<file path="src/iat_map.vh">
/*
 * Register map, field layout, reset values and widths for the input
 * alarm threshold register bank.
 * Assumes byte addresses on an APB bus with 32-bit data, one aligned
 * word per register.
 */
`ifndef IAT_MAP_VH
`define IAT_MAP_VH

// ----------------------------------------------------------------------
// register byte addresses
// ----------------------------------------------------------------------
`define IAT_ADDR_W 8
`define IAT_ADDR_UPPER 8'h24
`define IAT_ADDR_LOWER 8'h28
`define IAT_ADDR_STATUS 8'h2c

// ----------------------------------------------------------------------
// reset values
// ----------------------------------------------------------------------
`define IAT_RST_HYST_BYTE 8'h00
`define IAT_RST_UPPER_FIELD 16'hffff
`define IAT_RST_LOWER_FIELD 16'h0000

// ----------------------------------------------------------------------
// upper- and lower-threshold register fields
// ----------------------------------------------------------------------
`define IAT_HYST_BYTE_HI 31
`define IAT_HYST_BYTE_LO 24
`define IAT_HYST_VAL_HI 7
`define IAT_HYST_VAL_LO 4
`define IAT_UPPER_RSVD_HI 23
`define IAT_UPPER_RSVD_LO 16
`define IAT_FIELD_HI 15
`define IAT_FIELD_LO 0
`define IAT_LIMIT_HI 15
`define IAT_LIMIT_LO 2
`define IAT_LOWER_RSVD_HI 31
`define IAT_LOWER_RSVD_LO 16

// ----------------------------------------------------------------------
// status register fields
// ----------------------------------------------------------------------
`define IAT_ST_SUMMARY 0
`define IAT_ST_TRIP_HIGH 4
`define IAT_ST_TRIP_LOW 5
`define IAT_ST_ACT_HIGH 10
`define IAT_ST_ACT_LOW 11

// ----------------------------------------------------------------------
// byte lanes of the write strobe and of the 16-bit threshold fields
// ----------------------------------------------------------------------
`define IAT_LANE0 0
`define IAT_LANE1 1
`define IAT_LANE3 3
`define IAT_LANE0_HI 7
`define IAT_LANE0_LO 0
`define IAT_LANE1_HI 15
`define IAT_LANE1_LO 8

// ----------------------------------------------------------------------
// widths and constants
// ----------------------------------------------------------------------
`define IAT_RESULT_W 14
`define IAT_HYST_W 4
`define IAT_ZERO8 8'h00
`define IAT_ZERO16 16'h0000
`define IAT_ZERO32 32'h00000000
`define IAT_LIMIT_MAX 14'h3fff
`define IAT_LIMIT_MIN 14'h0000

`endif

</file>
<file path="src/iat_window_cmp.v">
/*
 * Window comparator with hysteresis for the input alarm: keeps one
 * active flag for results above the upper limit and one for results
 * below the lower limit.
 * Assumes results arrive with a one-cycle valid strobe on pclk.
 */
`include "iat_map.vh"
`default_nettype none

module iat_window_cmp (
   input wire pclk,
   input wire presetn,
   input wire sample_valid,
   input wire [`IAT_RESULT_W-1:0] sample,
   input wire [`IAT_RESULT_W-1:0] upper_limit,
   input wire [`IAT_RESULT_W-1:0] lower_limit,
   input wire [`IAT_HYST_W-1:0] hyst,
   output reg active_high,
   output reg active_low
);

   // ----------------------------------------------------------------------
   // saturating arithmetic for the release points
   // ----------------------------------------------------------------------
   function [`IAT_RESULT_W-1:0] iat_sat_sub;
      input [`IAT_RESULT_W-1:0] a;
      input [`IAT_HYST_W-1:0] b;
      reg [`IAT_RESULT_W:0] t;
      begin
         t = {1'b0, a} - {{(`IAT_RESULT_W+1-`IAT_HYST_W){1'b0}}, b};
         if (t[`IAT_RESULT_W]) begin
            iat_sat_sub = `IAT_LIMIT_MIN;
         end else begin
            iat_sat_sub = t[`IAT_RESULT_W-1:0];
         end
      end
   endfunction

   function [`IAT_RESULT_W-1:0] iat_sat_add;
      input [`IAT_RESULT_W-1:0] a;
      input [`IAT_HYST_W-1:0] b;
      reg [`IAT_RESULT_W:0] t;
      begin
         t = {1'b0, a} + {{(`IAT_RESULT_W+1-`IAT_HYST_W){1'b0}}, b};
         if (t[`IAT_RESULT_W]) begin
            iat_sat_add = `IAT_LIMIT_MAX;
         end else begin
            iat_sat_add = t[`IAT_RESULT_W-1:0];
         end
      end
   endfunction

   wire [`IAT_RESULT_W-1:0] high_release;
   wire [`IAT_RESULT_W-1:0] low_release;

   // release points sit one hysteresis step inside each limit
   assign high_release = iat_sat_sub(upper_limit, hyst);
   assign low_release = iat_sat_add(lower_limit, hyst);

   // ----------------------------------------------------------------------
   // active flags: set past a limit, cleared once back at or past the release
   // ----------------------------------------------------------------------
   always @(posedge pclk or negedge presetn) begin
      if (!presetn) begin
         active_high <= 1'b0;
         active_low <= 1'b0;
      end else if (sample_valid) begin
         if (sample > upper_limit) begin
            active_high <= 1'b1;
         end else if (sample <= high_release) begin
            active_high <= 1'b0;
         end
         if (sample < lower_limit) begin
            active_low <= 1'b1;
         end else if (sample >= low_release) begin
            active_low <= 1'b0;
         end
      end
   end

endmodule // iat_window_cmp

`default_nettype wire

</file>
<file path="src/iat_regs.v">
/*
 * Input alarm threshold register bank: hysteresis, upper and lower
 * thresholds as an APB slave, plus the window comparison of conversion
 * results and the alarm flags that come from it.
 * Assumes an APB master on pclk, byte strobes on pstrb, and conversion
 * results that come with a one-cycle valid strobe on the same clock.
 */
//
// Contract
// - hysteresis is upper nibble of top byte
// - high limit uses upper field bits 15:2
// - low limit uses lower field bits 15:2
// - upper register bits 23:16 read zero
// - lower register bits 31:16 read zero
// - upper register bytes little-endian, four addresses; the code decodes only the word address, and pstrb selects the bytes
// - lower register bytes little-endian, four addresses; the code decodes only the word address, and pstrb selects the bytes
// - summary bit ORs all tripped alarm flags
`include "iat_map.vh"
`default_nettype none

module iat_regs (
   input wire pclk,
   input wire presetn,
   input wire psel,
   input wire penable,
   input wire pwrite,
   input wire [`IAT_ADDR_W-1:0] paddr,
   input wire [31:0] pwdata,
   input wire [3:0] pstrb,
   output reg pready,
   output reg [31:0] prdata,
   output reg pslverr,
   input wire conv_valid,
   input wire [`IAT_RESULT_W-1:0] conv_result,
   output wire alarm_high_active,
   output wire alarm_low_active,
   output reg alarm_high_tripped,
   output reg alarm_low_tripped,
   output reg overall_alarm_summary
);

   // ----------------------------------------------------------------------
   // storage
   // ----------------------------------------------------------------------
   reg [7:0] input_alarm_hysteresis;
   reg [15:0] input_alarm_upper_limit;
   reg [15:0] input_alarm_lower_limit;

   reg next_trip_high;
   reg next_trip_low;
   reg [31:0] next_rdata;
   reg next_err;

   wire access_done;
   wire wr_done;
   wire hit_upper;
   wire hit_lower;
   wire hit_status;
   wire mapped;
   wire [`IAT_HYST_W-1:0] hyst_value;
   wire [`IAT_RESULT_W-1:0] upper_cmp;
   wire [`IAT_RESULT_W-1:0] lower_cmp;
   wire trip_high_clear;
   wire trip_low_clear;
   wire [31:0] upper_word;
   wire [31:0] lower_word;
   reg [31:0] status_word;

   // ----------------------------------------------------------------------
   // helper functions
   // ----------------------------------------------------------------------
   // one aligned word per register: a hit needs the whole byte address,
   // so a byte address inside a word never aliases onto the word itself
   function iat_hit;
      input [`IAT_ADDR_W-1:0] addr;
      input [`IAT_ADDR_W-1:0] base;
      begin
         iat_hit = (addr == base);
      end
   endfunction

   // byte-lane merge of a 16-bit threshold field: a lane whose strobe is
   // set takes the bus byte, the other lane keeps what it held, so the
   // host may program a field one byte lane at a time at the word address
   function [15:0] iat_merge16;
      input [15:0] old;
      input [15:0] wdata;
      input [1:0] strb;
      begin
         iat_merge16 = old;
         if (strb[`IAT_LANE0]) begin
            iat_merge16[`IAT_LANE0_HI:`IAT_LANE0_LO] =
               wdata[`IAT_LANE0_HI:`IAT_LANE0_LO];
         end
         if (strb[`IAT_LANE1]) begin
            iat_merge16[`IAT_LANE1_HI:`IAT_LANE1_LO] =
               wdata[`IAT_LANE1_HI:`IAT_LANE1_LO];
         end
      end
   endfunction

   // ----------------------------------------------------------------------
   // apb handshake
   // ----------------------------------------------------------------------
   // the answer comes one wait state after the access phase opens, so the
   // read data can be taken from a flip-flop
   assign access_done = psel & penable & pready;
   assign wr_done = access_done & pwrite;

   // address decode, one aligned word per register
   assign hit_upper = iat_hit(paddr, `IAT_ADDR_UPPER);
   assign hit_lower = iat_hit(paddr, `IAT_ADDR_LOWER);
   assign hit_status = iat_hit(paddr, `IAT_ADDR_STATUS);
   assign mapped = hit_upper | hit_lower | hit_status;

   // pready rises in the second access cycle and drops right after
   always @(posedge pclk or negedge presetn) begin
      if (!presetn) begin
         pready <= 1'b0;
      end else begin
         pready <= psel & penable & ~pready;
      end
   end

   // ----------------------------------------------------------------------
   // read words with reserved bits forced to zero
   // ----------------------------------------------------------------------
   assign upper_word = {input_alarm_hysteresis,
                        `IAT_ZERO8,
                        input_alarm_upper_limit};
   assign lower_word = {`IAT_ZERO16,
                        input_alarm_lower_limit};
   // status word built bit by bit; every bit not named here reads zero,
   // and the flags are read as they stand, not through a capture stage
   always @* begin
      status_word = `IAT_ZERO32;
      status_word[`IAT_ST_SUMMARY] = overall_alarm_summary;
      status_word[`IAT_ST_TRIP_HIGH] = alarm_high_tripped;
      status_word[`IAT_ST_TRIP_LOW] = alarm_low_tripped;
      status_word[`IAT_ST_ACT_HIGH] = alarm_high_active;
      status_word[`IAT_ST_ACT_LOW] = alarm_low_active;
   end

   // read mux and error answer for unmapped addresses
   always @* begin
      next_rdata = `IAT_ZERO32;
      next_err = 1'b0;
      if (psel & penable & ~pready) begin
         if (hit_upper) begin
            next_rdata = pwrite ? `IAT_ZERO32 : upper_word;
         end else if (hit_lower) begin
            next_rdata = pwrite ? `IAT_ZERO32 : lower_word;
         end else if (hit_status) begin
            next_rdata = pwrite ? `IAT_ZERO32 : status_word;
         end
         next_err = ~mapped;
      end
   end

   // read data and error stand in the cycle that pready is high
   always @(posedge pclk or negedge presetn) begin
      if (!presetn) begin
         prdata <= `IAT_ZERO32;
         pslverr <= 1'b0;
      end else begin
         prdata <= next_rdata;
         pslverr <= next_err;
      end
   end

   // ----------------------------------------------------------------------
   // upper-threshold register, one byte lane at a time
   // ----------------------------------------------------------------------
   // lane 0 is the lowest byte address, lane 3 the highest; lane 2 is the
   // reserved byte and takes no write
   always @(posedge pclk or negedge presetn) begin
      if (!presetn) begin
         input_alarm_hysteresis <= `IAT_RST_HYST_BYTE;
         input_alarm_upper_limit <= `IAT_RST_UPPER_FIELD;
      end else if (wr_done & hit_upper) begin
         input_alarm_upper_limit <= iat_merge16(input_alarm_upper_limit,
            pwdata[`IAT_FIELD_HI:`IAT_FIELD_LO],
            pstrb[`IAT_LANE1:`IAT_LANE0]);
         if (pstrb[`IAT_LANE3]) begin
            input_alarm_hysteresis <=
               pwdata[`IAT_HYST_BYTE_HI:`IAT_HYST_BYTE_LO];
         end
      end
   end

   // ----------------------------------------------------------------------
   // lower-threshold register, one byte lane at a time
   // ----------------------------------------------------------------------
   // lanes 2 and 3 are reserved and take no write
   always @(posedge pclk or negedge presetn) begin
      if (!presetn) begin
         input_alarm_lower_limit <= `IAT_RST_LOWER_FIELD;
      end else if (wr_done & hit_lower) begin
         input_alarm_lower_limit <= iat_merge16(input_alarm_lower_limit,
            pwdata[`IAT_FIELD_HI:`IAT_FIELD_LO],
            pstrb[`IAT_LANE1:`IAT_LANE0]);
      end
   end

   // ----------------------------------------------------------------------
   // comparison operands
   // ----------------------------------------------------------------------
   // the low nibble of the hysteresis byte and the two low bits of each
   // threshold are left out, so stray ones written there have no effect
   assign hyst_value =
      input_alarm_hysteresis[`IAT_HYST_VAL_HI:`IAT_HYST_VAL_LO];
   assign upper_cmp =
      input_alarm_upper_limit[`IAT_LIMIT_HI:`IAT_LIMIT_LO];
   assign lower_cmp =
      input_alarm_lower_limit[`IAT_LIMIT_HI:`IAT_LIMIT_LO];

   // window comparator with hysteresis
   iat_window_cmp u_cmp (
      .pclk(pclk),
      .presetn(presetn),
      .sample_valid(conv_valid),
      .sample(conv_result),
      .upper_limit(upper_cmp),
      .lower_limit(lower_cmp),
      .hyst(hyst_value),
      .active_high(alarm_high_active),
      .active_low(alarm_low_active)
   );

   // ----------------------------------------------------------------------
   // tripped flags and summary
   // ----------------------------------------------------------------------
   // software clears a tripped flag by writing one to its status bit
   assign trip_high_clear = wr_done & hit_status & pstrb[`IAT_LANE0] &
                            pwdata[`IAT_ST_TRIP_HIGH];
   assign trip_low_clear = wr_done & hit_status & pstrb[`IAT_LANE0] &
                           pwdata[`IAT_ST_TRIP_LOW];

   // a live alarm sets the flag and wins over a clear in the same cycle
   always @* begin
      next_trip_high = alarm_high_tripped;
      next_trip_low = alarm_low_tripped;
      if (trip_high_clear) begin
         next_trip_high = 1'b0;
      end
      if (trip_low_clear) begin
         next_trip_low = 1'b0;
      end
      if (alarm_high_active) begin
         next_trip_high = 1'b1;
      end
      if (alarm_low_active) begin
         next_trip_low = 1'b1;
      end
   end

   // summary follows the tripped flags in the same edge
   always @(posedge pclk or negedge presetn) begin
      if (!presetn) begin
         alarm_high_tripped <= 1'b0;
         alarm_low_tripped <= 1'b0;
         overall_alarm_summary <= 1'b0;
      end else begin
         alarm_high_tripped <= next_trip_high;
         alarm_low_tripped <= next_trip_low;
         overall_alarm_summary <= next_trip_high | next_trip_low;
      end
   end

endmodule // iat_regs

`default_nettype wire

</file>
<file path="config.mk">
export PLATFORM = sky130hd
export DESIGN_NAME = iat_regs
export DESIGN_NICKNAME = d
export VERILOG_FILES = /design/src/iat_window_cmp.v /design/src/iat_regs.v
export VERILOG_INCLUDE_DIRS = /design/src
export SDC_FILE = /design/constraint.sdc
export NUM_CORES = 1
export LEC_CHECK = 0
export ABC_AREA = 1
export BUFFER_PORTS_ARGS = -buffer_cell sky130_fd_sc_hd__buf_2
export CORE_UTILIZATION = 30
export DETAILED_ROUTE_END_ITERATION = 16
export PLACE_DENSITY = 0.61
export REMOVE_ABC_BUFFERS = 1
export SYNTH_ARGS = -nofsm -noshare
export SYNTH_HDL_FRONTEND = slang
export SYNTH_SLANG_ARGS = --single-unit
</file>
<file path="constraint.sdc">
create_clock -name pclk -period 7.7 [get_ports pclk]
set_input_delay 0 -clock pclk [delete_from_list [all_inputs] [get_ports pclk]]
set_output_delay 0 -clock pclk [all_outputs]
set_load 0.02 [all_outputs]
</file>
==> summary.md, run 1 <==
| Metric | Value |
|---|---|
| Filler Cells Inserted | 1767 |
| Post-synth EDFFs | 0 |
| GRT Util Overall | 16.2% |
| Height of the chip | 133 µm |
| Clock net sink count | 71 |
| Unrepaired setup endpoints after global routing | false |
| Top-count cell post-synth | nand2_1 |
| Internal power | 707 µW |
| Status | finished clean |
| Hpwl dp | 10600 µm |
| Synth Register Bits | 71 |
| Post-CTS sizing | 0 |
| Worst setup EP type | register |
| Final instance area | 6360 µm² |
| Row count | 47 |
| Syn. warnings | 0 |
| WS Path Type | reg -> reg |
| Die W | 133 µm |
| Vias/cell | 4.65 |
| Synth cell types | 40 |
| P&R area growth vs syn | 23.8% |
| Die ar. | 17700 µm² |
| Postcts setup bufs | 0 |
| Largest net degree at the start of global routing | 72 |
| Predominant post-synthesis flop cell | dfrtp_1 |
| Slew headroom | 39.9% |
| Fin crit share | 45.6% |
| FMAX | 285 MHz |
| Placed cell area | 5760 µm² |
| DRT Pass-1 Iters | 8 |
| Sequential Power Share | 41.0% |
| Synthesized area | 5140 µm² |
| CTS tree | yes |
| Ys async rst share | 100% |
| Worst Path Arrival | 3750 ps |
| Antenna Cells | 0 |
| Initial drt markers | 270 |
| Max-cap violation count | 0 |
| Fin util | 38.2% |
| Reg2reg end | u_cmp.active_high$_DFFE_PN0P_ |
| Hold Buf Count CTS | 28 |
| Initial antenna violation count | 0 |
| Synth area leader | dfrtp_1 |
| Worst-Margin Slew | 902 ps |
| Detailed-route wire length per cell | 13.5 µm |
| Final Non-Filler Cells | 1023 |
| Final hold violation count | 0 |
| Count of final setup violators | 0 |
| GRT Residual Overflow | 0 |
| Crit Path Max Fanout | 11 |
| Cells on worst reg2reg path | 19 |
| Sw Share | 23.6% |
| Top area cells in the synthesized netlist | dfrtp_1 27%, ha_1 15%, nand2_1 12% |
| Detailed-route DRC error count | 0 |
| Core area | 16600 µm² |
| Synth cell count leaders | 168 x nand2_1, 95 x inv_1, 63 x ha_1 |
| Via count | 4757 |
| Sequential cell area | 1800 µm² |
| Port bufs | 85 |
| Max clock buf depth | 2 |
| Dpl cells | 979 |
| Cells after synthesis | 685 |
| Logic gate share of total power | 10.1% |
| Register-to-Register Setup Slack | 4190 ps |
| CTS root buf | clkbuf_16 |
| Pins Over Slew Limit | 0 |
| Worst min path class | in -> reg |
| Initial Util | 30.9% |
| Power share of the clock group | 48.9% |
| Req. time, crit path | 7940 ps |
| Register area share after synthesis | 34.9% |
| Max VDD drop | 150 µV |
| Area share of the largest cell type after synthesis | 26.8% |
| Area of the multi-input gates | 2880 µm² |
| Clk_lat worst skew | 340 ps |
| Hold path depth | 6 |
| DRT Wirelength | 13800 µm |
| Ports | 103 |
| Leakage | 0.00326 µW |
| Clock Skew | 9.95 ps |
| TNS Setup | 0 ps |
| Vias in the first global route | 4323 |
| Switching pwr | 218 µW |
| Final ANT Viol Nets | 0 |
| Pre-CTS setup slack | 4200 ps |
| Worst r2r src | input_alarm_upper_limit[2]$_DFFE_PN1P_ |
| Num CTS Buffers | 9 |
| H-Tree Depth | 3 |
| # nets final | 927 |
| Crit start category | register |
| CP startpoint | input_alarm_upper_limit[2]$_DFFE_PN1P_ |
| Global-route wire length before repair | 22400 µm |
| Final Critical Period | 3510 ps |
| PD cells | 145 nW/µm² |
| Fin worst setup slack | 4190 ps |
| Worst setup path endpoint | u_cmp.active_high$_DFFE_PN0P_ |
| CTS clk-pin slew, worst paths | 60 ps |
| Avg Cell Area, Syn | 7.51 µm² |
| RePlAce Congestion | 0.881 |
| Share of cells above drive strength 1 | 17.8% |
==> cells in the final DEF (no fill, tap or decap), types with 2 or more instances in the layout <==
cell type and instances:
nand2_1 168, inv_1 95, buf_2 85, ha_1 63, dfrtp_1 55, nor2_1 53, nand3_1 49, a21oi_1 44
o21ai_0 38, dlygate4sd3_1 28, o21ai_1 17, dfstp_2 16, nor3_1 13, nand4_1 9, clkbuf_16 9, o21ai_2 8
conb_1 8, xor2_1 4, or2_2 4, nand3_2 3, inv_2 3, o211ai_1 2, nand3b_1 2, xnor2_1 2
nor2_2 2, fa_1 2, bufinv_16 2, buf_4 2
==> worst min-delay path by stage <==
stage                     slack, ps                                     end  startpoint
after floorplan                -300            alarm_high_tripped$_DFF_PN0_     presetn
after global placement          220  input_alarm_upper_limit[1]$_DFFE_PN1P_   pwdata[1]
after detailed placement        220  input_alarm_upper_limit[1]$_DFFE_PN1P_   pwdata[1]
after CTS                       100         overall_alarm_summary$_DFF_PN0_    pstrb[0]
after global routing            130  input_alarm_lower_limit[8]$_DFFE_PN0P_    pstrb[1]
final                           100         overall_alarm_summary$_DFF_PN0_    pstrb[0]
==> worst max-delay path, cell delays in order (launching register included) <==
cell and delay [ps]:
dfstp_2 540, inv_1 50, ha_1 190, fa_1 360, inv_1 70, nand2_1 60
a21oi_1 360, nor3_1 110, nand3_1 340, nand3_1 140, ha_1 310, nand2_1 70
nor2_1 160, inv_1 60, nor2_1 190, nand4_1 130, nand2_1 90, nand2_1 60
nand2_1 60, nand2_1 50
==> kinds of logic (layout without fill, tap and decap cells) <==
logic type	after synthesis	count (layout)	synth area share, %
other	1	8	0.0729
adders and majority gates	65	65	16.1
buffers and inverters	118	229	9.59
and+or+nand+nor	310	310	26.3
DFF	71	71	34.9
xor gates and xnor gates	6	6	1.02
AOI/OAI and AO/OA	114	114	12.0
==> routing by layer <==
layer	track usage, %	wire length (µm)	part of all wire, %
met5	0	0	0
met4	4.21	173	1.3
met3	3.26	614	4.5
met2	25.8	6250	45
met1	22.3	6750	49
==> registers in the layout (all words and copies together), names as in the netlist <==
register and count:
alarm_low_tripped 1, input_alarm_hysteresis 8, pready 1, input_alarm_lower_limit 16, overall_alarm_summary 1, u_cmp.active_low 1, pslverr 1, input_alarm_upper_limit 16
prdata 24, u_cmp.active_high 1, alarm_high_tripped 1
==> area by class of cell <==
| cell class | count | area share, % |
|---|---|---|
| sequential | 71 | 28.2 |
| tap | 220 | 4.33 |
| inverter | 98 | 5.78 |
| multi-input combinational | 503 | 45.2 |
| timing repair buffer | 115 | 11.3 |
| clock inverter | 5 | 1.28 |
| clock buffer | 11 | 3.82 |
==> power groups by stage <==
stage / Sequential [µW] / Clock (µW) / Combinational, µW
final: 380 / 452 / 93.7
after global routing: 379 / 482 / 108
after floorplan: 387 / 0 / 39.9
after CTS: 379 / 463 / 94.8
after detailed placement: 386 / 0 / 83.4
after global placement: 386 / 0 / 82.5
==> through the flow <==
| step | total power, µW | hold WS (ps) |
|---|---|---|
| floorplan | 427 | -296 |
| global placement | 468 | 216 |
| detailed placement | 469 | 225 |
| CTS | 937 | 95.4 |
| global route | 969 | 129 |
| finish | 926 | 99.3 |
No activity file was read; power rests on OpenSTA's default activity.
==> run 2, diff against run 1 <==
ABC_AREA = 0   (was 1)
PLACE_DENSITY = 0.63   (was 0.61)
clock period = 3 ns   (was 7.7 ns; I/O delays follow)
==> summary.md, run 2 <==
| Metric | Value |
|---|---|
| Status | complete, but fails checks |
| Failing checks | setup timing |
| Clock Skew | 5.01 ps (-4.94 ps) |
| Top area cells in the synthesized netlist | dfrtp_1 28%, ha_1 16%, dfstp_2 8.7% |
| Max-cap violation count | 0 (unchanged) |
| Worst-Margin Slew | 920 ps (+18.7 ps) |
| Slew headroom | 38.6% (-1.2 points) |
| Largest net degree at the start of global routing | 72 (unchanged) |
| Top-count cell post-synth | ha_1 |
| Largest register FFs | 24 (unchanged) |
| Ports | 103 (unchanged) |
| Hpwl dp | 11000 µm (+4.1%) |
| Vias in the first global route | 4423 (+2.3%) |
| CTS clk-pin slew, worst paths | 60 ps (about the same) |
| Pins Over Slew Limit | 0 (unchanged) |
| H-Tree Depth | 3 (unchanged) |
| Synth Register Bits | 71 (unchanged) |
| Detailed-route wire length per cell | 16.2 µm (+20%) |
| Worst path depth | 17 (-2) |
| Final Non-Filler Cells | 892 (-13%) |
| Num CTS Buffers | 9 (unchanged) |
| DRT Wirelength | 14400 µm (+4.8%) |
| CTS root buf | clkbuf_16 |
| Fin util | 42.0% (+3.8 points) |
| Max clock buf depth | 2 (unchanged) |
| Global-route wire length before repair | 22800 µm (+1.6%) |
| Register area share after synthesis | 37.2% (+2.2 points) |
| Synth cell types | 56 (+40%) |
| Hold path depth | 3 (-3) |
| Most frequent cell on the critical path | buf_4 |
| Unrepaired setup endpoints after global routing | true |
| TNS Setup | -195 ps (-195 ps) |
| Vias/cell | 4.94 (+6.2%) |
| Worst min path class | in -> reg |
| Commonest non-fill, non-tap cells in the layout | 84 x buf_2, 57 x ha_1, 55 x dfrtp_1 |
| DRT Pass-1 Iters | 4 (-4) |
| Height of the chip | 129 µm (-3.0%) |
| Clk_lat worst skew | 350 ps (about the same) |
| Syn. warnings | 0 (unchanged) |
| Count of final setup violators | 2 (+2) |
| Largest register by flop count | prdata |
| Core area | 15800 µm² (-4.9%) |
| Most common cell after layout, fill and taps aside | buf_2 |
| Synth cell count leaders | 63 x ha_1, 55 x dfrtp_1, 43 x inv_1 |
| Cells on worst reg2reg path | 17 (-2) |
| Filler Cells Inserted | 1585 (-10%) |
| Worst path max stage delay | 360 ps (-180 ps) |
| Total power | 2290 µW (+150%) |
| Die ar. | 16600 µm² (-5.9%) |
| Antenna Cells | 0 (unchanged) |
| Row count | 46 (-2.1%) |
| Reg2reg end | u_cmp.active_low$_DFFE_PN0P_ |
| Largest delay share family, worst path | compound AO/OA/AOI/OAI gates |
| Register-to-Register Setup Slack | -110 ps (-4290 ps) |
| Cell Chain, Critical Path | buf_6, ha_4, inv_2, fa_2, nor2b_1, o21a_1, o21ai_2, nor3_2, buf_4, nor2_2, ha_1, a21o_1, a211oi_2, o21ai_1, buf_4, nand4_1, a221o_1 |
| Placed cell area | 5790 µm² (+0.54%) |
| Registers with the most flip-flops | prdata: 24 flops, input_alarm_lower_limit: 16 flops, input_alarm_upper_limit: 16 flops |
| PD cells | 345 nW/µm² (+140%) |
| Leakage | 0.00328 µW (+0.60%) |
| Worst setup EP type | register |
| Share of cells above drive strength 1 | 33.6% (+16 points) |
| WS Path Type | reg -> reg |
| Post-synth EDFFs | 0 (unchanged) |
| Slowest stage cell, crit path | dfrtp_1 |
| Max VDD drop | 307 µV (+110%) |
| Cells after synthesis | 507 (-26%) |
| Final Critical Period | 3110 ps (-408 ps) |
| Predominant post-synthesis flop cell | dfrtp_1 |
| CTS tree | yes |
| Req. time, crit path | 3230 ps (-4710 ps) |
| Via count | 4403 (-7.4%) |
| Detailed-route DRC error count | 0 (unchanged) |
| Crit start category | register |
| FMAX | 322 MHz (+13%) |
| Final hold violation count | 0 (unchanged) |
| # nets final | 800 (-14%) |
| Port bufs | 85 (unchanged) |
| Fin crit share | 104% (+58 points) |
| Dpl cells | 840 (-14%) |
| Worst Path Arrival | 3340 ps (-410 ps) |
| Die W | 129 µm (-3.0%) |
| Clock net sink count | 71 (unchanged) |
| CP startpoint | input_alarm_hysteresis[4]$_DFFE_PN0P_ |
| Final instance area | 6650 µm² (+4.5%) |
| Initial Util | 30.5% (-0.36 points) |
| P&R area growth vs syn | 37.6% |
| RePlAce Congestion | 0.903 (+2.5%) |
| Ys async rst share | 100% (unchanged) |
| Worst r2r src | input_alarm_hysteresis[4]$_DFFE_PN0P_ |
| GRT Residual Overflow | 0 (unchanged) |
| GRT Util Overall | 18.2% (+2.0 points) |
| Avg Cell Area, Syn | 9.53 µm² (+27%) |
| Final ANT Viol Nets | 0 (unchanged) |
| Worst setup path endpoint | u_cmp.active_low$_DFFE_PN0P_ |
| Area share of the largest cell type after synthesis | 28.5% (+1.7 points) |
| Initial antenna violation count | 1 (+1) |
| Fin worst setup slack | -106 ps (-4290 ps) |
| Crit Path Max Fanout | 6 (-5) |
| Synth area leader | dfrtp_1 |
| CP bufs+invs | 4 (+1) |
| Initial drt markers | 249 (-7.8%) |
| Synthesized area | 4830 µm² (-6.0%) |
==> run 2: tightest hold or removal path: stages <==
cell	delay [ps]
buf_2	170
nor2_1	110
o21a_1	110
==> run 2: area by class of cell <==
class | count | area, µm² | share of cell area (%)
timing repair buffer | 167 | 1130 | 17.0
tap | 216 | 270 | 4.07
clock buffer | 13 | 260 | 3.91
clock inverter | 3 | 42.5 | 0.640
sequential | 71 | 1800 | 27.0
inverter | 43 | 161 | 2.43
multi-input combinational | 379 | 2980 | 44.9
==> run 2: cell families (layout without fill, tap and decap cells) <==
kind of cell / after synthesis / count (layout) / share of synthesized area [%]
XOR/XNOR: 9 / 9 / 1.63
other: 1 / 8 / 0.0776
adder cells (fa/ha/maj): 65 / 65 / 17.1
AND/OR/NAND/NOR: 159 / 159 / 17.2
flip-flops: 71 / 71 / 37.2
AO/OA/AOI/OAI: 113 / 113 / 15.0
buffers and inverters: 64 / 226 / 5.67
multiplexers: 25 / 25 / 6.09
==> run 2: per-layer routing <==
metal / track usage, % / part of all wire, % / vias up
met5: 0 / 0 / -
met4: 6.99 / 2.4 / 0
met3: 4.20 / 4.9 / 29
met2: 29.8 / 47 / 119
met1: 23.3 / 46 / 2110
li1: - / - / 2145
==> run 2: how the worst min path moves through the flow <==
stage / start / endpoint / slack, ps
after CTS: paddr[3] / prdata[0]$_DFF_PN0_ / 50
after global routing: paddr[2] / prdata[11]$_DFF_PN0_ / 100
after detailed placement: presetn / prdata[14]$_DFF_PN0_ / 190
after global placement: presetn / prdata[14]$_DFF_PN0_ / 190
final: paddr[3] / pslverr$_DFF_PN0_ / 70
after floorplan: presetn / alarm_high_tripped$_DFF_PN0_ / -300
==> run 2: stage by stage <==
stage          setup WS (ps)  hold WS [ps]
4_1_cts                 -186          54.5
2_1_floorplan           -364          -296
3_5_place_dp            -243           192
3_3_place_gp            -180           189
6_report                -106          68.7
5_1_grt                 -253          99.4
==> run 2: power breakdown <==
group	internal, µW	total [µW]	switching [µW]
sequential	963	966	2.79
combinational	99.2	224	125
clock	688	1100	414
==> run 2: timing repair <==
action | CTS | global route
endpoints found under the setup margin | 2 | 2
resized for setup | 33 | 22
hold buffers | 28 | 0
pin swaps | 21 | 31
cloned | 0 | 0
endpoints found under the hold margin | 98 | 0
buffers inserted | 5 | 3
